===== src/telemetry_pkg.sv =====
/*
 Constants, types and group table of the telemetry broadcast scheduler.
 Assumes a 100 MHz clock and a word-indexed register port.
*/
package telemetry_pkg;
   localparam logic [7:0] IDX_RAW_RATES = 8'h01;
   localparam logic [7:0] IDX_TEMP_RATES = 8'h02;
   localparam logic [7:0] IDX_FILT_RATES = 8'h03;
   localparam logic [7:0] IDX_EVERY_FILT = 8'h04;
   localparam logic [7:0] IDX_STATUS = 8'h10;

   localparam int FLD_B3_LSB = 24;
   localparam int FLD_B2_LSB = 16;
   localparam int FLD_B1_LSB = 8;
   localparam int FLD_B0_LSB = 0;
   localparam logic [7:0] RATE_RST = 8'h00;

   localparam int CLK_PERIOD_NS = 10;
   localparam int BASE_PERIOD_NS = 1000000;
   localparam int TICK_CYCLES_DEF = BASE_PERIOD_NS / CLK_PERIOD_NS;
   localparam int PRESC_W = 20;
   localparam int ACC_W = 10;
   localparam logic [ACC_W-1:0] BASE_HZ_DEF = 10'h3e8;

   localparam int NUM_GROUPS = 9;
   localparam logic [3:0] GRP_RAW_ANGULAR = 4'h0;
   localparam logic [3:0] GRP_RAW_ACCEL = 4'h1;
   localparam logic [3:0] GRP_RAW_COMPASS = 4'h2;
   localparam logic [3:0] GRP_TEMP = 4'h3;
   localparam logic [3:0] GRP_ALL_RAW = 4'h4;
   localparam logic [3:0] GRP_FILT_ANGULAR = 4'h5;
   localparam logic [3:0] GRP_FILT_ACCEL = 4'h6;
   localparam logic [3:0] GRP_FILT_COMPASS = 4'h7;
   localparam logic [3:0] GRP_ALL_FILT = 4'h8;

   localparam logic [7:0] ADDR_RAW_ANGULAR = 8'h56;
   localparam logic [7:0] ADDR_RAW_ACCEL = 8'h59;
   localparam logic [7:0] ADDR_RAW_COMPASS = 8'h5c;
   localparam logic [7:0] ADDR_TEMP = 8'h5f;
   localparam logic [7:0] ADDR_ALL_RAW = 8'h56;
   localparam logic [7:0] ADDR_FILT_ANGULAR = 8'h64;
   localparam logic [7:0] ADDR_FILT_ACCEL = 8'h68;
   localparam logic [7:0] ADDR_FILT_COMPASS = 8'h6c;
   localparam logic [7:0] ADDR_ALL_FILT = 8'h61;
   localparam logic [3:0] LEN_RAW_SINGLE = 4'h3;
   localparam logic [3:0] LEN_TEMP = 4'h2;
   localparam logic [3:0] LEN_ALL_RAW = 4'hb;
   localparam logic [3:0] LEN_FILT_SINGLE = 4'h4;
   localparam logic [3:0] LEN_ALL_FILT = 4'hc;

   typedef enum logic [1:0] {
      SCHED_IDLE = 2'b01,
      SCHED_OFFER = 2'b10
   } sched_fsm_type;

   typedef struct packed {
      logic [7:0] start_addr;
      logic [3:0] length;
   } batch_type;

   typedef struct packed {
      logic [7:0] raw_accelerometer_hz;
      logic [7:0] raw_angular_hz;
      logic [7:0] raw_compass_hz;
      logic [7:0] temperature_hz;
      logic [7:0] every_raw_hz;
      logic [7:0] filtered_accelerometer_hz;
      logic [7:0] filtered_angular_hz;
      logic [7:0] filtered_compass_hz;
      logic [7:0] every_filtered_hz;
   } rates_type;

   typedef struct packed {
      rates_type rates;
      logic [31:0] rdata;
      logic [PRESC_W-1:0] presc;
      logic tick;
      sched_fsm_type fsm;
      batch_type batch;
   } sched_state_type;

   typedef struct packed {
      logic [ACC_W-1:0] acc;
      logic due;
   } accum_state_type;

   function automatic batch_type group_batch(input logic [3:0] g);
      batch_type b;
      case (g)
         GRP_RAW_ANGULAR: b = '{ADDR_RAW_ANGULAR, LEN_RAW_SINGLE};
         GRP_RAW_ACCEL: b = '{ADDR_RAW_ACCEL, LEN_RAW_SINGLE};
         GRP_RAW_COMPASS: b = '{ADDR_RAW_COMPASS, LEN_RAW_SINGLE};
         GRP_TEMP: b = '{ADDR_TEMP, LEN_TEMP};
         GRP_ALL_RAW: b = '{ADDR_ALL_RAW, LEN_ALL_RAW};
         GRP_FILT_ANGULAR: b = '{ADDR_FILT_ANGULAR, LEN_FILT_SINGLE};
         GRP_FILT_ACCEL: b = '{ADDR_FILT_ACCEL, LEN_FILT_SINGLE};
         GRP_FILT_COMPASS: b = '{ADDR_FILT_COMPASS, LEN_FILT_SINGLE};
         default: b = '{ADDR_ALL_FILT, LEN_ALL_FILT};
      endcase
      return b;
   endfunction : group_batch
endpackage : telemetry_pkg


===== src/rate_accum.sv =====
/*
 Per-group pacing accumulator: raises due about rate_hz times a second.
 Assumes tick pulses once per 1/BASE_HZ second and rate_hz < BASE_HZ.
*/
`timescale 1ns/100ps
module rate_accum
   import telemetry_pkg::*;
#(
   parameter logic [ACC_W-1:0] BASE_HZ = BASE_HZ_DEF
) (
   input wire logic clk, // system clock
   input wire logic rst_n, // async reset, active low
   input wire logic tick, // base pacing pulse
   input wire logic [7:0] rate_hz, // effective rate, zero is off
   input wire logic take, // batch for this group issued
   output logic due // batch owed to the host
);
   accum_state_type q_ff;
   accum_state_type nxt_q;
   logic [ACC_W:0] sum;

   assign sum = {1'b0, q_ff.acc} + {3'b000, rate_hz};

   always_comb begin
      nxt_q = q_ff;
      if (rate_hz == 8'h00) begin
         nxt_q.acc = '0;
         nxt_q.due = 1'b0;
      end else begin
         if (take) begin
            nxt_q.due = 1'b0;
         end
         // fractional carry keeps N fires per second without drift
         if (tick) begin
            if (sum >= {1'b0, BASE_HZ}) begin
               nxt_q.acc = ACC_W'(sum - {1'b0, BASE_HZ});
               nxt_q.due = 1'b1; // set wins over take
            end else begin
               nxt_q.acc = sum[ACC_W-1:0];
            end
         end
      end
   end

   always_ff @(posedge clk or negedge rst_n) begin
      if (!rst_n) begin
         q_ff <= '0;
      end else begin
         q_ff <= nxt_q;
      end
   end

   assign due = q_ff.due;
endmodule : rate_accum


===== src/telemetry_broadcast_scheduler.sv =====
/*
 Telemetry broadcast scheduler: rate registers, per-group pacing and
 a one-deep batch offer toward the serial packet transmitter.
 Assumes the transmitter takes a batch on pkt_valid and pkt_ready.
*/
// The plain strobed port was left to the implementer.
`timescale 1ns/100ps
module telemetry_broadcast_scheduler
   import telemetry_pkg::*;
#(
   parameter int TICK_CYCLES = TICK_CYCLES_DEF,
   parameter logic [ACC_W-1:0] BASE_HZ = BASE_HZ_DEF
) (
   input wire logic clk, // system clock, 100 MHz
   input wire logic rst_n, // async reset, active low
   input wire logic [7:0] reg_addr, // register index
   input wire logic [31:0] reg_wdata, // write data
   input wire logic reg_wr, // write strobe
   input wire logic reg_rd, // read strobe
   output logic [31:0] reg_rdata, // read data, cycle after strobe
   output logic pkt_valid, // batch request offered
   input wire logic pkt_ready, // transmitter takes the batch
   output batch_type pkt // start address and length
);
   sched_state_type q_ff;
   sched_state_type nxt_q;
   logic [NUM_GROUPS-1:0][7:0] eff_rate;
   logic [NUM_GROUPS-1:0] zero_mask;
   logic [NUM_GROUPS-1:0] due;
   logic [NUM_GROUPS-1:0] ready_mask;
   logic [NUM_GROUPS-1:0] take;
   logic [3:0] sel;
   logic any_ready;
   logic issue;
   logic raw_override;
   logic filt_override;
   localparam logic [PRESC_W-1:0] TICK_LAST = PRESC_W'(TICK_CYCLES - 1);

   assign raw_override = q_ff.rates.every_raw_hz != 8'h00;
   assign filt_override = q_ff.rates.every_filtered_hz != 8'h00;

   // overridden groups see a zero rate and drop their backlog
   assign eff_rate[GRP_RAW_ANGULAR] = raw_override ? 8'h00 :
      q_ff.rates.raw_angular_hz;
   assign eff_rate[GRP_RAW_ACCEL] = raw_override ? 8'h00 :
      q_ff.rates.raw_accelerometer_hz;
   assign eff_rate[GRP_RAW_COMPASS] = raw_override ? 8'h00 :
      q_ff.rates.raw_compass_hz;
   assign eff_rate[GRP_TEMP] = raw_override ? 8'h00 :
      q_ff.rates.temperature_hz;
   assign eff_rate[GRP_ALL_RAW] = q_ff.rates.every_raw_hz;
   assign eff_rate[GRP_FILT_ANGULAR] = filt_override ? 8'h00 :
      q_ff.rates.filtered_angular_hz;
   assign eff_rate[GRP_FILT_ACCEL] = filt_override ? 8'h00 :
      q_ff.rates.filtered_accelerometer_hz;
   assign eff_rate[GRP_FILT_COMPASS] = filt_override ? 8'h00 :
      q_ff.rates.filtered_compass_hz;
   assign eff_rate[GRP_ALL_FILT] = q_ff.rates.every_filtered_hz;

   genvar g;
   generate
      for (g = 0; g < NUM_GROUPS; g++) begin : grp
         assign zero_mask[g] = eff_rate[g] == 8'h00;
         rate_accum #(
            .BASE_HZ(BASE_HZ)
         ) u_accum (
            .clk(clk),
            .rst_n(rst_n),
            .tick(q_ff.tick),
            .rate_hz(eff_rate[g]),
            .take(take[g]),
            .due(due[g])
         );
         assign take[g] = issue && (sel == 4'(g));
      end
   endgenerate

   // zero mask also gates the pick, so a rate just cleared never leaks
   assign ready_mask = due & ~zero_mask;

   // fixed priority: lowest group index first
   always_comb begin
      sel = 4'h0;
      any_ready = 1'b0;
      for (int i = NUM_GROUPS - 1; i >= 0; i--) begin
         if (ready_mask[i]) begin
            sel = 4'(i);
            any_ready = 1'b1;
         end
      end
   end

   assign issue = (q_ff.fsm == SCHED_IDLE) && any_ready;

   always_comb begin
      nxt_q = q_ff;
      nxt_q.rdata = 32'h00000000;
      nxt_q.tick = q_ff.presc == TICK_LAST;
      nxt_q.presc = nxt_q.tick ? '0 : q_ff.presc + 1'b1;
      if (reg_wr) begin
         case (reg_addr)
            IDX_RAW_RATES: begin
               nxt_q.rates.raw_accelerometer_hz =
                  reg_wdata[FLD_B3_LSB +: 8];
               nxt_q.rates.raw_angular_hz = reg_wdata[FLD_B2_LSB +: 8];
               nxt_q.rates.raw_compass_hz = reg_wdata[FLD_B1_LSB +: 8];
            end
            IDX_TEMP_RATES: begin
               nxt_q.rates.temperature_hz =
                  reg_wdata[FLD_B3_LSB +: 8];
               nxt_q.rates.every_raw_hz = reg_wdata[FLD_B0_LSB +: 8];
            end
            IDX_FILT_RATES: begin
               nxt_q.rates.filtered_accelerometer_hz =
                  reg_wdata[FLD_B3_LSB +: 8];
               nxt_q.rates.filtered_angular_hz = reg_wdata[FLD_B2_LSB +: 8];
               nxt_q.rates.filtered_compass_hz = reg_wdata[FLD_B1_LSB +: 8];
            end
            IDX_EVERY_FILT: begin
               nxt_q.rates.every_filtered_hz =
                  reg_wdata[FLD_B0_LSB +: 8];
            end
            default: begin
            end
         endcase
      end
      // reserved bits are dropped on write and read back as zero
      if (reg_rd) begin
         case (reg_addr)
            IDX_RAW_RATES: nxt_q.rdata = {q_ff.rates.raw_accelerometer_hz,
               q_ff.rates.raw_angular_hz, q_ff.rates.raw_compass_hz,
               8'h00};
            IDX_TEMP_RATES: nxt_q.rdata = {q_ff.rates.temperature_hz,
               16'h0000, q_ff.rates.every_raw_hz};
            IDX_FILT_RATES: nxt_q.rdata = {
               q_ff.rates.filtered_accelerometer_hz,
               q_ff.rates.filtered_angular_hz,
               q_ff.rates.filtered_compass_hz, 8'h00};
            IDX_EVERY_FILT: nxt_q.rdata = {24'h000000,
               q_ff.rates.every_filtered_hz};
            IDX_STATUS: nxt_q.rdata = {{(31 - NUM_GROUPS){1'b0}},
               q_ff.fsm == SCHED_OFFER, due};
            default: nxt_q.rdata = 32'h00000000;
         endcase
      end
      case (q_ff.fsm)
         SCHED_IDLE: begin
            if (any_ready) begin
               nxt_q.batch = group_batch(sel);
               nxt_q.fsm = SCHED_OFFER;
            end
         end
         SCHED_OFFER: begin
            // batch held steady until the transmitter takes it
            if (pkt_ready) begin
               nxt_q.fsm = SCHED_IDLE;
            end
         end
         default: nxt_q.fsm = SCHED_IDLE;
      endcase
   end

   always_ff @(posedge clk or negedge rst_n) begin
      if (!rst_n) begin
         q_ff.rates <= {NUM_GROUPS{RATE_RST}};
         q_ff.rdata <= 32'h00000000;
         q_ff.presc <= '0;
         q_ff.tick <= 1'b0;
         q_ff.fsm <= SCHED_IDLE;
         q_ff.batch <= '0;
      end else begin
         q_ff <= nxt_q;
      end
   end

   assign reg_rdata = q_ff.rdata;
   assign pkt_valid = q_ff.fsm == SCHED_OFFER;
   assign pkt = q_ff.batch;
endmodule : telemetry_broadcast_scheduler


===== config.mk =====
export PLATFORM = sky130hd
export DESIGN_NAME = telemetry_broadcast_scheduler
export DESIGN_NICKNAME = d
export VERILOG_FILES = /design/src/telemetry_pkg.sv /design/src/rate_accum.sv /design/src/telemetry_broadcast_scheduler.sv
export SDC_FILE = /design/constraint.sdc
export NUM_CORES = 1
export LEC_CHECK = 0
export BUFFER_PORTS_ARGS = -buffer_cell sky130_fd_sc_hd__buf_2
export CORE_MARGIN = 4
export CORE_UTILIZATION = 55
export CTS_BUF_LIST = sky130_fd_sc_hd__clkbuf_4
export CTS_CLUSTER_SIZE = 10
export DETAILED_ROUTE_END_ITERATION = 8
export PLACE_DENSITY = 0.76
export SKIP_LAST_GASP = 1
export SLEW_MARGIN = 15
export SYNTH_ARGS = -nofsm -noshare
export SYNTH_HDL_FRONTEND = slang
export SYNTH_HIERARCHICAL = 1
export SYNTH_SLANG_ARGS = --single-unit

===== constraint.sdc =====
create_clock -name clk -period 4.3 [get_ports clk]
set_clock_uncertainty 0.2 [all_clocks]
set_input_delay 0.645 -clock clk [delete_from_list [all_inputs] [get_ports clk]]
set_output_delay 0.645 -clock clk [all_outputs]
set_load 0.01 [all_outputs]

==> impl_metrics.json <==
{
  "ir_drop_v": 0.0001810,
  "power_density_mw_per_mm2": 268.3,
  "maxCapViolCount": 0,
  "final_nets": 2020,
  "synth_seq_cells": 235,
  "p_leak_nw": 8.368,
  "ys_types": 97,
  "clockBufferDepth": 3,
  "dieHeight_um": 182.5,
  "crit_arrival_ns": 4.52,
  "start_util_pct": 56.19,
  "cts_tree": "done",
  "relSlewSlack_pct": 21.42,
  "layout_min_cycle_time_ns": 4.130,
  "antenna_found_initial": 2,
  "gp_congestion": 0.9487,
  "die_area_mm2": 0.03330,
  "rsz0062_at_grt": "true",
  "io_buffers": 88,
  "cts_made_buffers": 68,
  "synth_nets": 1892,
  "pre_cts_slack_ns": 0.08018,
  "crit_type": "flop to flop",
  "setup_slack_ns": 0.1704,
  "synth_top_area_cell": "dfrtp_1",
  "slew_viol_final": 0,
  "die_w_um": 182.5,
  "avgViaCountPerCell": 6.219,
  "first_pass_iters": 7,
  "synth_area_mm2": 0.01674,
  "start_kind": "flop",
  "timing.final.hold_violations": 0,
  "grt_max_degree": 117,
  "syn_avg_cell_area_um2": 9.567,
  "drt_iter0_markers": 1395,
  "cp_max_fo": 6,
  "yosys-top-cells-area": "dfrtp_1, ha_1, mux2_2",
  "grt-ovfl-total": 0,
  "htree_levels": 3,
  "drt.antenna.violating_nets": 0,
  "grt_pass1_vias": 14160,
  "holdPathStages": 2,
  "remaining_drc_errors": 0,
  "fill_cells": 2409,
  "area_growth_pct": 11.94,
  "avgRoutedWirePerCell_um": 19.11,
  "drive_gt1_share_pct": 21.09,
  "synth_edf_count": 0,
  "clock_latency_ns": 0.72,
  "finalCritPeriodShare_pct": 96.04,
  "grt_util_all_layers_pct": 26.01,
  "synth_top_area_share_pct": 34.97,
  "fmax_mhz": 242.2,
  "vias": 14380,
  "tightest_slew_ns": 1.176,
  "cts.sinks": 235,
  "synthFlopType": "dfrtp_1",
  "min_path_type": "input pin to flop",
  "hpwl_mm": 32.39,
  "synth_commonest_cells": "dfrtp_1, nor2_1, nand2_1",
  "outcome": "complete, no violations",
  "setup_violations": 0,
  "coreArea_mm2": 0.02980,
  "clkTransAtPathRegs_ns": 0.07,
  "slowest_stage": "dfrtp_1",
  "cp_cell_sequence": "nor4_4 > buf_6 > and3_1 > ha_1 > inv_1 > fa_1 > and2b_1 > o2111a_1 > o21ai_4 > and2_1 > a311o_2 > a21oi_2 > mux2_4 > a211oi_2",
  "endpoint_kind": "flop",
  "wirelength_mm": 44.18,
  "r2r_cells": 14,
  "required_ns": 4.69,
  "async_flop_share_pct": 100.0,
  "root_buffer": "clkbuf_4",
  "yosysWarnings": 6,
  "postSynthCellCount": 1750,
  "rows": 63,
  "power_mw": 5.027,
  "io_pins": 90,
  "ys_seq_area_share_pct": 35.13,
  "grt_pass1_wl_mm": 71.53,
  "yosysMostFrequentCell": "dfrtp_1",
  "cpPeakStageDelay_ns": 0.45
}
[report_power, final]
| part | internal [mW] | switching (mW) |
|---|---|---|
| registers | 2.24 | 0.0410 |
| clock network | 1.09 | 0.970 |
| logic | 0.262 | 0.424 |
| total | 3.59 | 1.43 |
[per-stage QoR]
stage | instances | setup TNS (ns) | utilization (%) | cell area, um^2 | hold slack [ns]
finish | 2312 | 0 | 62.90 | 18740 | 0.05214
global placement | 2154 | 0 | 58.55 | 17440 | 0.2479
global route | 2312 | -0.2373 | 62.90 | 18740 | 0.03173
detailed placement | 2154 | 0 | 58.55 | 17440 | 0.2612
CTS | 2297 | 0 | 62.32 | 18570 | 0.001070
floorplan | 1750 | 0 | - | 16740 | 0.1494
[routing by layer]
metal	global-route usage, %	vias to the layer above	share of wire (%)
li1	-	6781	-
met1	35.04	6996	43
met2	42.10	505	48
met3	4.365	97	6.1
met4	10.18	0	3.3
met5	0	-	0
[worst max-delay path: cells and delay by family, from the launching register on]
| kind | cells | cell delay [ns] |
|---|---|---|
| flip-flops | 1 | 0.45 |
| AND/OR/NAND/NOR | 4 | 0.93 |
| multiplexers | 1 | 0.33 |
| buffers and inverters | 2 | 0.24 |
| adder cells (fa/ha/maj) | 2 | 0.59 |
| AO/OA/AOI/OAI | 5 | 1.24 |
[path summary, 6_finish.rpt]
check,startpoint,to,slack [ns]
max in group asynchronous,rst_n,q_ff[25]$_DFF_PN0_,2.54
hold / removal,reg_wdata[28],q_ff[111]$_DFFE_PN0P_,0.05
hold reg to reg,pkt[10]$_DFFE_PN0P_,pkt[10]$_DFFE_PN0P_,0.27
setup reg to reg,eff_rate[67]$_DFFE_PN0P_,grp[5].u_accum/q_ff[5]$_DFFE_PN0P_,0.17
min in group asynchronous,rst_n,grp[4].u_accum/q_ff[9]$_DFFE_PN0P_,0.37
setup / recovery,eff_rate[67]$_DFFE_PN0P_,grp[5].u_accum/q_ff[5]$_DFFE_PN0P_,0.17
[what timing repair did]
item | in CTS | in global routing
hold endpoints to repair | 169 | 0
hold buffers | 31 | 0
resized for setup | 0 | 10
setup buffers | 0 | 11
endpoints found under the setup margin | 0 | 21
[layout make-up]
cell class	instances	area, um^2	share of cell area, %
flip-flops and latches	235	5887	31.41
multi-input cells	1328	10060	53.67
repair buffers	167	1194	6.369
well taps	390	488.0	2.604
inverters	78	292.8	1.562
clock inverters	22	140.1	0.7477
clock buffers	90	675.6	3.605
diodes	2	5.005	0.02670
[state kept, by name, summed over array words and instances (netlist names)]
register          flops
grp.u_accum/q_ff     90
q_ff                 79
reg_rdata            32
eff_rate             16
grp.u_accum/due       9
pkt                   9
[layout by cell type, fill, tap and decap left out, types with 17 or more instances in the layout]
cell type,instances
a211oi_1,20
a21o_1,24
a21oi_1,78
a22oi_1,27
a31oi_1,17
and2_1,17
and3_1,73
buf_2,88
buf_4,40
clkbuf_4,90
clkinv_1,22
dfrtp_1,232
dlygate4sd3_1,31
ha_1,86
inv_1,74
mux2_2,80
mux2i_1,17
nand2_1,98
nand2b_1,22
nand3_1,28
nand3b_1,22
nor2_1,145
nor3_1,23
nor4_1,38
o21a_1,17
o21ai_0,67
o21bai_1,23
o31a_1,23
or4_1,18
xnor2_1,41
xor2_1,33
[cells by family after synthesis]
group / share of synthesized area, %
buffers and inverters: 5.299
AOI/OAI and AO/OA: 21.52
muxes: 7.070
other: 0.02240
xor gates and xnor gates: 4.364
adders and majority gates: 7.653
DFF: 35.13
and+or+nand+nor: 18.94
(Power assumes the default switching activity.)
